### config.mk
export PLATFORM = sky130hd
export DESIGN_NAME = ewr_host
export DESIGN_NICKNAME = d
export VERILOG_FILES = /design/src/ewr_pkg.sv /design/src/ewr_host.sv
export SDC_FILE = /design/constraint.sdc
export NUM_CORES = 1
export LEC_CHECK = 0
export BUFFER_PORTS_ARGS = -buffer_cell sky130_fd_sc_hd__buf_4
export CORE_MARGIN = 5
export CORE_UTILIZATION = 55
export DETAILED_ROUTE_END_ITERATION = 10
export HOLD_SLACK_MARGIN = 0.15
export PLACE_DENSITY = 0.84
export SLEW_MARGIN = 30
export SYNTH_ARGS = -nofsm -noshare
export SYNTH_HDL_FRONTEND = slang
export SYNTH_SLANG_ARGS = --single-unit
### constraint.sdc
create_clock -name I_CLK -period 3.87 [get_ports I_CLK]
set_input_delay 0.774 -clock I_CLK [delete_from_list [all_inputs] [get_ports I_CLK]]
set_output_delay 0.774 -clock I_CLK [all_outputs]
set_load 0.05 [all_outputs]
### src/ewr_pkg.sv
package ewr_pkg;

    localparam int          WORD_W        = 16;
    localparam int          WAIT_W        = 20;
    // Host-side software register map
    localparam logic [7:0]  SW_CTRL       = 8'h00;
    localparam logic [7:0]  SW_CMD        = 8'h01;
    localparam logic [7:0]  SW_STAT       = 8'h02;
    localparam logic [7:0]  SW_RESP       = 8'h03;
    localparam logic [7:0]  SW_SHADOW     = 8'h04;
    localparam int          CTRL_IRQ_BIT  = 0;
    localparam int          STAT_BUSY_BIT = 0;
    localparam int          STAT_RVAL_BIT = 1;
    localparam int          STAT_REF_BIT  = 2;
    // Device register map
    localparam logic [5:0]  DEV_POS_ADDR  = 6'h00;
    localparam logic [5:0]  DEV_CFG_ADDR  = 6'h21;
    localparam logic [5:0]  DEV_STAT_ADDR = 6'h22;
    localparam logic [5:0]  DEV_GAIN_ADDR = 6'h23;
    localparam int          CFG_SPOL_BIT  = 6;
    localparam int          CFG_SMOD_BIT  = 5;
    localparam int          CFG_IMOD_BIT  = 3;
    localparam int          CFG_NOAGC_BIT = 2;
    localparam int          CFG_LPWR_BIT  = 0;
    localparam logic [7:0]  CFG_RSVD_MASK = 8'h92;
    localparam logic [7:0]  CFG_RESET     = 8'h00;
    // Timing
    localparam int          CLK_MHZ       = 250;
    localparam int          T_NORM_US     = 300;
    localparam int          T_LP_US       = 54;
    localparam int          T_SHORT_US    = 5;
    localparam int          NORM_CYC      = T_NORM_US * CLK_MHZ;
    localparam int          LP_CYC        = T_LP_US * CLK_MHZ;
    localparam int          SHORT_CYC     = T_SHORT_US * CLK_MHZ;
    localparam int          SCK_HALF_CYC  = 8;

    typedef struct packed {
        logic       sup;
        logic       wr;
        logic [5:0] addr;
        logic [7:0] data;
    } ewr_cmd_t;

    typedef enum logic [1:0] {S_IDLE, S_SHIFT, S_WAIT} ewr_state_t;

    typedef struct packed {
        ewr_state_t         state;
        logic               miso_s1;
        logic               miso_s2;
        logic               irq_s1;
        logic               irq_s2;
        logic               sclk;
        logic               cs_n;
        logic               mosi;
        logic [7:0]         div;
        logic [3:0]         bit_cnt;
        ewr_cmd_t           cmd;
        logic [WORD_W-1:0]  tx;
        logic [WORD_W-1:0]  rx;
        logic [WAIT_W-1:0]  wait_cnt;
        logic [WAIT_W-1:0]  wait_tgt;
        logic               trig;
        logic               prev_rd;
        logic [WORD_W-1:0]  resp;
        logic               resp_valid;
        logic               refused;
        logic               use_irq;
        logic [7:0]         shadow;
        logic [WORD_W-1:0]  rdata;
    } ewr_st_t;

endpackage

### src/ewr_host.sv
// Behaviour
// - Automatic gain off stops adjustment; host then writes gain at 0x23.
// - Host writes gain only with automatic gain off, suppress bit set.
// - Read takes command then response; pipelined reads cost one each.
// - Read command: write clear, suppress as software sets, address, filler byte.
// - Host waits 300 us, 54 us reduced power, or 5 us suppressed.
// - Next transaction sends new command while response shifts back.
// - Host may end the wait when the interrupt output asserts.
// - Follow-up reads of related values set the suppress bit.
// - Write: suppress and write set, address, data; stored at release.
// - After a write wait 5 us; next response is discarded.
`timescale 1ns/1ps
module ewr_host
    import ewr_pkg::*;
#(
    parameter int P_HALF_CYC  = SCK_HALF_CYC,
    parameter int P_NORM_CYC  = NORM_CYC,
    parameter int P_LP_CYC    = LP_CYC,
    parameter int P_SHORT_CYC = SHORT_CYC
)(
    input  wire logic              I_CLK,     // 250 MHz clock
    input  wire logic              I_SYS_RST, // Sync reset, high
    input  wire logic [7:0]        I_ADDR,    // Software address
    input  wire logic [WORD_W-1:0] I_WDATA,   // Software write data
    input  wire logic              I_WR,      // Write strobe
    input  wire logic              I_RD,      // Read strobe
    output logic      [WORD_W-1:0] O_RDATA,   // Read data, next cycle
    output logic                   O_SCLK,    // Serial clock
    output logic                   O_CS_N,    // chip_select_n
    output logic                   O_MOSI,    // Serial data out
    input  wire logic              I_MISO,    // Serial data in
    input  wire logic              I_IRQ_N    // Device interrupt, low
);

    localparam int HALF = P_HALF_CYC;

    generate
        if (P_HALF_CYC < 4 || P_HALF_CYC > 255)
            $error("P_HALF_CYC out of range");
        if (P_NORM_CYC >= 2**WAIT_W || P_LP_CYC >= 2**WAIT_W)
            $error("Wait count too wide");
        if (P_SHORT_CYC < 1 || P_SHORT_CYC > P_LP_CYC)
            $error("Short wait out of range");
    endgenerate

    ewr_st_t            s;
    ewr_st_t            n;
    ewr_cmd_t           c;
    logic [WAIT_W-1:0]  wnext;

    function automatic logic wait_over(input logic [WAIT_W-1:0] cnt,
                                       input logic [WAIT_W-1:0] lim);
        wait_over = (cnt >= lim);
    endfunction

    always_comb
    begin
        n         = s;
        c         = ewr_cmd_t'(I_WDATA);
        wnext     = s.wait_cnt + 1'b1;
        n.miso_s1 = I_MISO;
        n.miso_s2 = s.miso_s1;
        n.irq_s1  = I_IRQ_N;
        n.irq_s2  = s.irq_s1;
        n.rdata   = '0;
        if (I_RD)
        begin
            unique case (I_ADDR)
                SW_CTRL:   n.rdata[CTRL_IRQ_BIT] = s.use_irq;
                SW_STAT:
                begin
                    n.rdata[STAT_BUSY_BIT] = (s.state != S_IDLE);
                    n.rdata[STAT_RVAL_BIT] = s.resp_valid;
                    n.rdata[STAT_REF_BIT]  = s.refused;
                    n.refused              = 1'b0;
                end
                SW_RESP:
                begin
                    n.rdata      = s.resp;
                    n.resp_valid = 1'b0;
                end
                SW_SHADOW: n.rdata[7:0] = s.shadow;
                default:   n.rdata = '0;
            endcase
        end
        if (I_WR && I_ADDR == SW_CTRL)
            n.use_irq = I_WDATA[CTRL_IRQ_BIT];
        unique case (s.state)
            S_IDLE:
            begin
                if (I_WR && I_ADDR == SW_CMD)
                begin
                    if (c.wr)
                        c.sup = 1'b1;
                    if (c.wr && c.addr == DEV_CFG_ADDR)
                        c.data = c.data & ~CFG_RSVD_MASK;
                    if (c.wr && c.addr == DEV_GAIN_ADDR && !s.shadow[CFG_NOAGC_BIT])
                        n.refused = 1'b1;
                    else
                    begin
                        n.cmd     = c;
                        n.tx      = c;
                        n.mosi    = c.sup;
                        n.cs_n    = 1'b0;
                        n.sclk    = 1'b0;
                        n.div     = '0;
                        n.bit_cnt = '0;
                        n.rx      = '0;
                        n.state   = S_SHIFT;
                    end
                end
            end
            S_SHIFT:
            begin
                if (I_WR && I_ADDR == SW_CMD)
                    n.refused = 1'b1;
                n.div = s.div + 1'b1;
                if (s.div == 8'(HALF - 1))
                begin
                    n.div  = '0;
                    n.sclk = ~s.sclk;
                    if (!s.sclk)
                        n.rx = {s.rx[WORD_W-2:0], s.miso_s2};
                    else if (s.bit_cnt == 4'hF)
                    begin
                        n.cs_n     = 1'b1;
                        n.mosi     = 1'b0;
                        n.state    = S_WAIT;
                        n.wait_cnt = '0;
                        // response after a write is dropped
                        if (s.prev_rd)
                        begin
                            n.resp       = s.rx;
                            n.resp_valid = 1'b1;
                        end
                        n.prev_rd = ~s.cmd.wr;
                        if (s.cmd.wr && s.cmd.addr == DEV_CFG_ADDR)
                            n.shadow = s.cmd.data;
                        n.trig = ~s.cmd.sup & ~s.shadow[CFG_SMOD_BIT];
                        if (s.cmd.sup || s.shadow[CFG_SMOD_BIT])
                            n.wait_tgt = WAIT_W'(P_SHORT_CYC);
                        else if (s.shadow[CFG_LPWR_BIT])
                            n.wait_tgt = WAIT_W'(P_LP_CYC);
                        else
                            n.wait_tgt = WAIT_W'(P_NORM_CYC);
                    end
                    else
                    begin
                        n.bit_cnt = s.bit_cnt + 1'b1;
                        n.tx      = {s.tx[WORD_W-2:0], 1'b0};
                        n.mosi    = s.tx[WORD_W-2];
                    end
                end
            end
            S_WAIT:
            begin
                if (I_WR && I_ADDR == SW_CMD)
                    n.refused = 1'b1;
                n.wait_cnt = wnext;
                // interrupt ends wait after short floor
                if (wait_over(wnext, s.wait_tgt) ||
                    (s.use_irq && s.trig && !s.irq_s2 &&
                     wait_over(wnext, WAIT_W'(P_SHORT_CYC))))
                    n.state = S_IDLE;
            end
            default: n.state = S_IDLE;
        endcase
    end

    always_ff @(posedge I_CLK)
    begin
        if (I_SYS_RST)
        begin
            s        <= '0;
            s.cs_n   <= 1'b1;
            s.irq_s1 <= 1'b1;
            s.irq_s2 <= 1'b1;
            s.shadow <= CFG_RESET;
        end
        else
            s <= n;
    end

    assign O_RDATA = s.rdata;
    assign O_SCLK  = s.sclk;
    assign O_CS_N  = s.cs_n;
    assign O_MOSI  = s.mosi;

    logic [WAIT_W-1:0] hi_cnt;

    always_ff @(posedge I_CLK)
    begin
        if (I_SYS_RST)
            hi_cnt <= {WAIT_W{1'b1}};
        else if (!s.cs_n)
            hi_cnt <= '0;
        else if (hi_cnt != {WAIT_W{1'b1}})
            hi_cnt <= hi_cnt + 1'b1;
    end

    logic [4:0] rise_cnt;

    always_ff @(posedge I_CLK)
    begin
        if (I_SYS_RST)
            rise_cnt <= '0;
        else if (s.cs_n)
            rise_cnt <= '0;
        else if (n.sclk && !s.sclk)
            rise_cnt <= rise_cnt + 1'b1;
    end
endmodule

==> flow_summary.toml, run 1 <==
[worst_setup_path]
crit_path_max_fanout = 9
startpoint_type = "flip-flop"
crit_arrival_ns = 3.49
critical_path_class = "reg2reg"
cp_data_required_time_ns = 4.20
end_kind = "flip-flop"

[die]
initial_utilization = 0.554
rows = 39
die_area_um2 = 13600
io-pin-count = 49
die_x_um = 117
die-height_um = 117
coreArea_um2 = 11300

[synth]
synthMuxAreaShare = 0.0245
async_flop_share = 0
ys_seq_elements = 138
synth_nets = 802
yosys.area.top_type_share = 0.440
ys_top_cells_by_area = "dfxtp_1, nand2_1, a21oi_1"
syn_avg_cell_area_um2 = 8.33
synth-edff-count = 0
syn-cell-area_um2 = 6280
synth_flop_cell = "dfxtp_1"
synth_cell_types = 62
synth_top_family_by_area = "simple AND/OR/NAND/NOR gates"
yosysTopAreaCell = "dfxtp_1"
synth-simple-area-share = 0.253
synth-xor-area-share = 0.0293
seq_area_frac_synth = 0.440
synth_cells = 754
synth_compound_area_frac = 0.158
synth_fa_ha_area_frac = 0.0359
yosys_warnings = 0

[cells_and_area]
nets = 819
syn_to_final_growth_pct = 14.4
final_cell_mix = "dfxtp_1, nand2_1, a21oi_1"
layout_commonest_cell = "dfxtp_1"
stdcell_count = 927
n_antenna_cell = 0
drive_gt1_frac = 0.143

[sta]
period_share = 0.815
timing.final.crit_period_ns = 3.15
hold_viol_final = 0
holdWs_ns = 0.426
tns_ns = 0
relSlewSlack = 0.442
skew_ns = 0.00798
grt_setup_unrepaired = "false"
finalSetupViolCount = 0
fmax_mhz = 317
worst_pin_slew_ns = 0.834
slew_violations = 0

[cts]
clk_latency_ns = 0.42
clock_sinks = 138
cts_resized = 0
cts_tree = "yes"
clkTransAtPathRegs_ns = 0.06
holdBufCountCts = 0
htree_levels = 4
postCtsSetupBuffers = 0
cts_inserted_buffers = 17
cts_buffer_depth = 2
cts_root_buf = "clkbuf_16"

[grt]
grt_pass1_vias = 5021
gr-usage-all-layers = 0.217
grt-ovfl-total = 0
grt_pass1_wl_um = 23700
grt_max_degree = 69
antenna_found_initial = 0

[placed_design]
dpl.hpwl_um = 9760
dp_cells = 895
finalWeightedCongestion = 0.864
portBuffers = 48

[worst_hold_path]
hold_class = "reg2reg"

[power]
seqPwrFrac = 0.453
p_sw_uw = 701
clock_power_share = 0.509
p_leak_nw = 2.58
peakVddDrop_mv = 0.279
p_sw_frac = 0.221
powerDensity_nw_per_um2 = 441
p_total_mw = 3.17
combPwrFrac = 0.039
p_int_mw = 2.46

[detailed_routing]
wl_per_cell_um = 15.6
antenna_left = 0
via_count = 5479
drt_first_pass_iters = 5
drt-met1-wl_um = 6380
met2_length_um = 6810
route.met3.wl_um = 1070
drt_iter0_drc = 350
drt-total-wl_um = 14400
avgViaCountPerCell = 5.91
topRoutingLayerUsed = "met4"
drc = 0

[run]
cap_violations = 0

[run_status]
outcome = "finished clean"
==> final cells by class <==
cell class                      count  area (µm²)
Sequential cell                   138        2760
Tap cell                          143         179
Fill cell                         925        4140
Timing Repair Buffer               58         435
Clock inverter                     11         135
Multi-Input combinational cell    539        3140
Clock buffer                       21         460
Inverter                           17        63.8
==> per-layer routing <==
layer,vias to the layer above,track usage
li1,2658,-
met1,2572,0.286
met2,229,0.350
met3,20,0.0478
met4,0,0.0833
met5,-,0
==> critical path, stage by stage (launching register included) <==
cell and delay [ns]:
dfxtp_1 0.45, ha_1 0.43, nand2_1 0.11, xnor2_1 0.32, ha_1 0.34, a21oi_1 0.18, and3_1 0.16, o21ai_0 0.08
a211o_1 0.30, nand4_1 0.10, a41oi_1 0.12, o31a_1 0.30, mux2i_1 0.18
==> logic make-up (layout without fill, tap and decap cells) <==
logic type | count (synthesis) | after routing
and+or+nand+nor | 333 | 333
AOI/OAI and AO/OA | 152 | 152
DFF | 138 | 138
buffers and inverters | 77 | 107
xor gates and xnor gates | 21 | 21
adders and majority gates | 18 | 18
muxes | 15 | 15
==> sequential cells by signal, summed over array words and instances (netlist names) <==
signal / count
O_SCLK: 1
n: 2
O_MOSI: 1
s: 117
O_CS_N: 1
O_RDATA: 16
==> power by group through the flow <==
stage | Clock, mW | Combinational, mW | Sequential [mW]
after floorplan | 0 | 0.0660 | 1.47
after global placement | 0 | 0.117 | 1.46
after detailed placement | 0 | 0.120 | 1.46
after CTS | 1.63 | 0.121 | 1.43
after global routing | 1.69 | 0.133 | 1.43
final | 1.61 | 0.122 | 1.43
==> final timing paths <==
kind | end | depth (start not counted) | from | slack (ns)
setup / recovery | s[153]$_SDFFE_PP0P_ | 12 | s[65]$_SDFFE_PP0P_ | 0.72
hold / removal | s[148]$_SDFF_PP1_ | 1 | n[148]$_SDFF_PP1_ | 0.43
setup reg to reg | s[153]$_SDFFE_PP0P_ | 12 | s[65]$_SDFFE_PP0P_ | 0.72
hold reg to reg | s[148]$_SDFF_PP1_ | 1 | n[148]$_SDFF_PP1_ | 0.43
==> per-stage QoR <==
step / utilization / instance area [µm²] / worst slack (ns)
6_report: 0.634 / 7180 / 0.716
5_1_grt: 0.634 / 7180 / 0.600
4_1_cts: 0.634 / 7180 / 0.797
3_5_place_dp: 0.582 / 6580 / 0.443
3_3_place_gp: 0.582 / 6580 / 0.499
2_1_floorplan: - / 6280 / 0.766
==> Yosys cell counts, drive strengths merged, types with 2 or more instances <==
| master | n |
|---|---|
| xnor2 | 14 |
| or4 | 3 |
| ha | 18 |
| dfxtp | 138 |
| a32oi | 5 |
| and3 | 8 |
| nor4 | 4 |
| a211oi | 6 |
| nor2b | 3 |
| and2 | 10 |
| o21ai | 15 |
| o31ai | 2 |
| nor3 | 24 |
| a21o | 2 |
| nor4b | 4 |
| o21a | 2 |
| nor3b | 2 |
| nand2 | 116 |
| inv | 16 |
| a22oi | 4 |
| and4 | 3 |
| nand4b | 3 |
| buf | 28 |
| a31oi | 3 |
| a22o | 5 |
| o31a | 2 |
| xor2 | 7 |
| a221oi | 12 |
| nor2 | 72 |
| or3 | 3 |
| nand3b | 6 |
| nand4 | 8 |
| nand3 | 49 |
| a21oi | 86 |
| or2 | 6 |
| nand2b | 6 |
| clkbuf | 32 |
| mux2i | 12 |
| mux2 | 3 |
Power figures use the tool's default switching activity.
==> run 2: changes to the inputs <==
--- a/config.mk
+++ b/config.mk
@@ -5,12 +5,13 @@
 export SDC_FILE = /design/constraint.sdc
 export NUM_CORES = 1
 export LEC_CHECK = 0
+export ABC_AREA = 1
 export BUFFER_PORTS_ARGS = -buffer_cell sky130_fd_sc_hd__buf_4
 export CORE_MARGIN = 5
-export CORE_UTILIZATION = 55
+export CORE_UTILIZATION = 54
 export DETAILED_ROUTE_END_ITERATION = 10
 export HOLD_SLACK_MARGIN = 0.15
-export PLACE_DENSITY = 0.84
+export PLACE_DENSITY = 0.86
 export SLEW_MARGIN = 30
 export SYNTH_ARGS = -nofsm -noshare
 export SYNTH_HDL_FRONTEND = slang
==> constraint.sdc (replaced) <==
create_clock -name I_CLK -period 2.9 [get_ports I_CLK]
set_input_delay 0.58 -clock I_CLK [delete_from_list [all_inputs] [get_ports I_CLK]]
set_output_delay 0.58 -clock I_CLK [all_outputs]
set_load 0.05 [all_outputs]
==> flow_summary.toml, run 2 <==
[run_status]
outcome = "finished clean"

[synth]
synth_flop_cell = "dfxtp_1"
syn_avg_cell_area_um2 = 7.42
synth-edff-count = 0
syn-cell-area_um2 = 6410
yosys.area.top_type_share = 0.431
ys_seq_elements = 138
yosysTopAreaCell = "dfxtp_1"
synth_common_cells = "nand2_1, dfxtp_1, inv_1"
synth_cells = 864
async_flop_share = 0
yosys_warnings = 0
synth_cell_types = 45
ys_top_cells_by_area = "dfxtp_1, nand2_1, a21oi_1"
seq_area_frac_synth = 0.431
synth_nets = 912
yosys.cell_count.top_type = "nand2_1"

[cells_and_area]
syn_to_final_growth_pct = 15.3
nets = 940
nFillCells = 942
n_antenna_cell = 0
final_cell_mix = "nand2_1, dfxtp_1, inv_1"
largest_reg_flops = 117
drive_gt1_frac = 0.131
layout_commonest_cell = "nand2_1"
top_register = "s"

[worst_setup_path]
end_kind = "flip-flop"
path_delay_family = "simple AND/OR/NAND/NOR gates"
rr_startpoint = "s[153]$_SDFFE_PP0P_"
path_cells = "inv_1 > ha_1 > nand2_1 > nor3_2 > a21oi_1 > nor2_2 > inv_1 > a21oi_1"
crit_arrival_ns = 2.90
crit_buf_inv = 2
critical_path_class = "reg2reg"
crit_path_max_fanout = 19
slowest_delay_ns = 0.64
startpoint = "s[153]$_SDFFE_PP0P_"
cp_data_required_time_ns = 3.23
cp_num_cells = 8
worstReg2RegEnd = "s[65]$_SDFFE_PP0P_"
r2r_setup_slack_ns = 0.33
crit_slowest_cell = "nor2_2"
reg2reg_depth = 8
startpoint_type = "flip-flop"

[detailed_routing]
avgViaCountPerCell = 5.52
via_count = 5781
drc = 0
antenna_left = 0
drt-total-wl_um = 14400
drt_iter0_drc = 542
drt_first_pass_iters = 5
wl_per_cell_um = 13.7

[grt]
grt_pass1_vias = 5163
gr-usage-all-layers = 0.209
use_met2 = 0.313
gr-usage-met1 = 0.286
grt_max_degree = 47
grt_busiest_layer = "met2"
use_met3 = 0.0588
grt-ovfl-total = 0
antenna_found_initial = 0
grt_pass1_wl_um = 24400

[die]
rows = 39
initial_utilization = 0.556
die_area_um2 = 14100
io-pin-count = 49
coreArea_um2 = 11500
die_x_um = 119
die-height_um = 119

[power]
peakVddDrop_mv = 0.402
powerDensity_nw_per_um2 = 763
p_leak_nw = 2.95

[sta]
slew_violations = 0
grt_setup_unrepaired = "false"
finalSetupViolCount = 0
timing.final.crit_period_ns = 2.57
tns_ns = 0
fmax_mhz = 389
relSlewSlack = 0.462
period_share = 0.886
holdWs_ns = 0.348
worst_pin_slew_ns = 0.806
hold_viol_final = 0
skew_ns = 0.0134

[cts]
clkTransAtPathRegs_ns = 0.06
cts_tree = "yes"
clk_latency_ns = 0.43
cts_root_buf = "clkbuf_16"
postCtsSetupBuffers = 0
cts_inserted_buffers = 17
clock_sinks = 138
htree_levels = 4
cts_buffer_depth = 2

[placed_design]
finalWeightedCongestion = 0.877
portBuffers = 48
dpl.hpwl_um = 9800

[run]
cap_violations = 0

[worst_hold_path]
hold_depth = 2
hp-start = "I_IRQ_N"
hold_class = "in2reg"
whs_endpoint = "n[148]$_SDFF_PP1_"
run 2: cell count changes in the layout (fill, tap and decap cells not counted), sizes merged, moves of 12 or more:
cell / change
nand2: +35
nor2: +30
o21ai: +28
inv: +85
mux2i: -12
a211oi: +20
run 2: per-stage QoR:
stage | setup slack, ns | power, mW | utilization | cells | area (µm²)
6_report | 0.329 | 5.64 | 0.642 | 1048 | 7390
5_1_grt | 0.0125 | 5.93 | 0.642 | 1048 | 7390
4_1_cts | 0.247 | 5.64 | 0.639 | 1048 | 7360
3_5_place_dp | 0.267 | 3.55 | 0.589 | 1016 | 6790
3_3_place_gp | 0.353 | 3.52 | 0.589 | 1016 | 6790
2_1_floorplan | 0.556 | 3.23 | - | 864 | 6410
run 2: cell families (layout without fill, tap and decap cells):
group                      Yosys count  in the layout  synth area share
and+or+nand+nor                    361            361             0.254
AOI/OAI and AO/OA                  185            185             0.164
buffers and inverters              152            193             0.102
DFF                                138            138             0.431
adders and majority gates           18             18            0.0352
xor gates and xnor gates            10             10            0.0137
run 2: worst max path at each step:
| stage | end | slack [ns] |
|---|---|---|
| after floorplan | s[152]$_SDFFE_PP0P_ | 0.56 |
| after global placement | s[152]$_SDFFE_PP0P_ | 0.35 |
| after detailed placement | s[153]$_SDFFE_PP0P_ | 0.27 |
| after CTS | s[153]$_SDFFE_PP0P_ | 0.25 |
| after global routing | s[153]$_SDFFE_PP0P_ | 0.01 |
| final | s[65]$_SDFFE_PP0P_ | 0.33 |
run 2: final cells by class:
class                   count  area [µm²]  share of cell area
inverters                  99         372              0.0503
well taps                 143         179              0.0242
multi-input cells         574        3020               0.409
clock buffers              19         443              0.0599
flip-flops and latches    138        2760               0.374
repair buffers             62         478              0.0647
clock inverters            13         133              0.0179
run 2: where the power goes:
group | switching (mW) | total (mW) | internal, mW
clock | 0.870 | 2.09 | 1.22
sequential | 0.150 | 2.26 | 2.11
combinational | 0.823 | 1.29 | 0.463
run 2: what timing repair did:
action / 4_1_cts / 5_1_grt
gates resized for setup: 0 / 6
setup endpoints to repair: 0 / 2
hold buffers: 0 / 0
run 2: per-layer routing:
layer  routed length, µm  share of wire
met5                   0              0
met4                 272          0.019
met3                1030          0.071
met2                6350           0.44
met1                6740           0.47
==> run 3: changes to the inputs <==
--- a/config.mk
+++ b/config.mk
@@ -7,11 +7,13 @@
 export LEC_CHECK = 0
 export ABC_AREA = 1
 export BUFFER_PORTS_ARGS = -buffer_cell sky130_fd_sc_hd__buf_4
+export CAP_MARGIN = 15
 export CORE_MARGIN = 5
 export CORE_UTILIZATION = 54
 export DETAILED_ROUTE_END_ITERATION = 10
 export HOLD_SLACK_MARGIN = 0.15
-export PLACE_DENSITY = 0.86
+export PLACE_DENSITY = 0.76
+export REMOVE_ABC_BUFFERS = 1
 export SLEW_MARGIN = 30
 export SYNTH_ARGS = -nofsm -noshare
 export SYNTH_HDL_FRONTEND = slang
==> flow_summary.toml, run 3 (synthesis gave the netlist of run 2 again) <==
[grt]
grt_max_degree = 55
grt-ovfl-total = 0
grt_pass1_wl_um = 24800
grt_pass1_vias = 5224
antenna_found_initial = 0
gr-usage-all-layers = 0.214

[cts]
postCtsSetupBuffers = 0
cts_inserted_buffers = 17
clock_sinks = 138
cts_tree = "yes"
clkTransAtPathRegs_ns = 0.06
htree_levels = 4
clk_latency_ns = 0.43
cts_buffer_depth = 2
cts_root_buf = "clkbuf_16"

[detailed_routing]
antenna_left = 0
via_count = 5662
avgViaCountPerCell = 5.39
drt_first_pass_iters = 6
drt-total-wl_um = 14800
wl_per_cell_um = 14.1
drt_iter0_drc = 426
drc = 0

[worst_setup_path]
crit_path_max_fanout = 6
crit_arrival_ns = 2.95
cp_data_required_time_ns = 3.22
end_kind = "flip-flop"
rr_startpoint = "s[67]$_SDFFE_PP0P_"
critical_path_class = "reg2reg"
startpoint = "s[67]$_SDFFE_PP0P_"
startpoint_type = "flip-flop"

[die]
die-height_um = 119
rows = 39
die_x_um = 119
initial_utilization = 0.556
die_area_um2 = 14100
coreArea_um2 = 11500
io-pin-count = 49

[cells_and_area]
stdcell_count = 1051
drive_gt1_frac = 0.128
postLayoutCoreUtil = 0.645
nFillCells = 1006
syn_to_final_growth_pct = 15.9
nets = 943
finalInstanceArea_um2 = 7430
final_cell_mix = "nand2_1, dfxtp_1, inv_1"
top_register = "s"
layout_commonest_cell = "nand2_1"
largest_reg_flops = 117
n_antenna_cell = 0

[sta]
setup_ws_ns = 0.276
relSlewSlack = 0.594
finalSetupViolCount = 0
skew_ns = 0.00962
timing.final.crit_period_ns = 2.62
fmax_mhz = 381
holdWs_ns = 0.339
tns_ns = 0
period_share = 0.905
worst_pin_slew_ns = 0.608
slew_violations = 0
hold_viol_final = 0
grt_setup_unrepaired = "false"

[power]
peakVddDrop_mv = 0.725
p_leak_nw = 2.99
p_total_mw = 5.78
powerDensity_nw_per_um2 = 778

[run]
cap_violations = 0

[placed_design]
dp_cells = 1019
placed_area_um2 = 6810
portBuffers = 48
dpl.hpwl_um = 9990
finalWeightedCongestion = 0.854
dp_slack_ns = 0.283

[worst_hold_path]
hold_class = "in2reg"
hp-start = "I_IRQ_N"

[run_status]
outcome = "finished clean"
## run 3: where the power goes
part           switching (mW)  leakage (nW)  internal (mW)
sequential              0.141          1.12           2.11
combinational           0.832          1.58          0.454
clock                   0.818         0.298           1.43
total                    1.79          2.99           3.99
## run 3: worst paths after layout
kind                               to  slack [ns]  depth (start not counted)
setup / recovery  s[152]$_SDFFE_PP0P_        0.28                         18
hold / removal      n[148]$_SDFF_PP1_        0.34                          2
setup reg to reg  s[152]$_SDFFE_PP0P_        0.28                         18
hold reg to reg     s[148]$_SDFF_PP1_        0.41                          1
## run 3: cell type report
| class | instances | area [µm²] | area share |
|---|---|---|---|
| Timing Repair Buffer | 65 | 500 | 0.0674 |
| Inverter | 99 | 372 | 0.0500 |
| Tap cell | 143 | 179 | 0.0241 |
| Clock buffer | 23 | 478 | 0.0644 |
| Clock inverter | 9 | 138 | 0.0185 |
| Sequential cell | 138 | 2760 | 0.372 |
| Multi-Input combinational cell | 574 | 3000 | 0.404 |
## run 3: worst max-delay path, stage by stage, from the launching register on
cell	delay, ns
dfxtp_1	0.42
nand2_1	0.08
nor2_1	0.31
nand2_1	0.14
xor2_1	0.24
ha_1	0.31
nand2_1	0.07
inv_1	0.04
nor2_1	0.09
o21a_1	0.12
nand3_1	0.07
o21bai_1	0.12
nand2_1	0.06
nand2_1	0.06
nand2_1	0.04
nand2_1	0.05
nand2_1	0.10
a21oi_1	0.14
nor2_1	0.06
## run 3: layer usage
metal / track usage / share of wire / wire length, µm
met3: 0.0635 / 0.047 / 688
met4: 0.0644 / 0.013 / 190
met1: 0.274 / 0.47 / 6950
met5: 0 / 0 / 0
met2: 0.349 / 0.47 / 6950
## run 3: timing repair
item,4_1_cts,5_1_grt
endpoints found under the setup margin,0,2
hold buffers,0,0
gates resized for setup,0,1
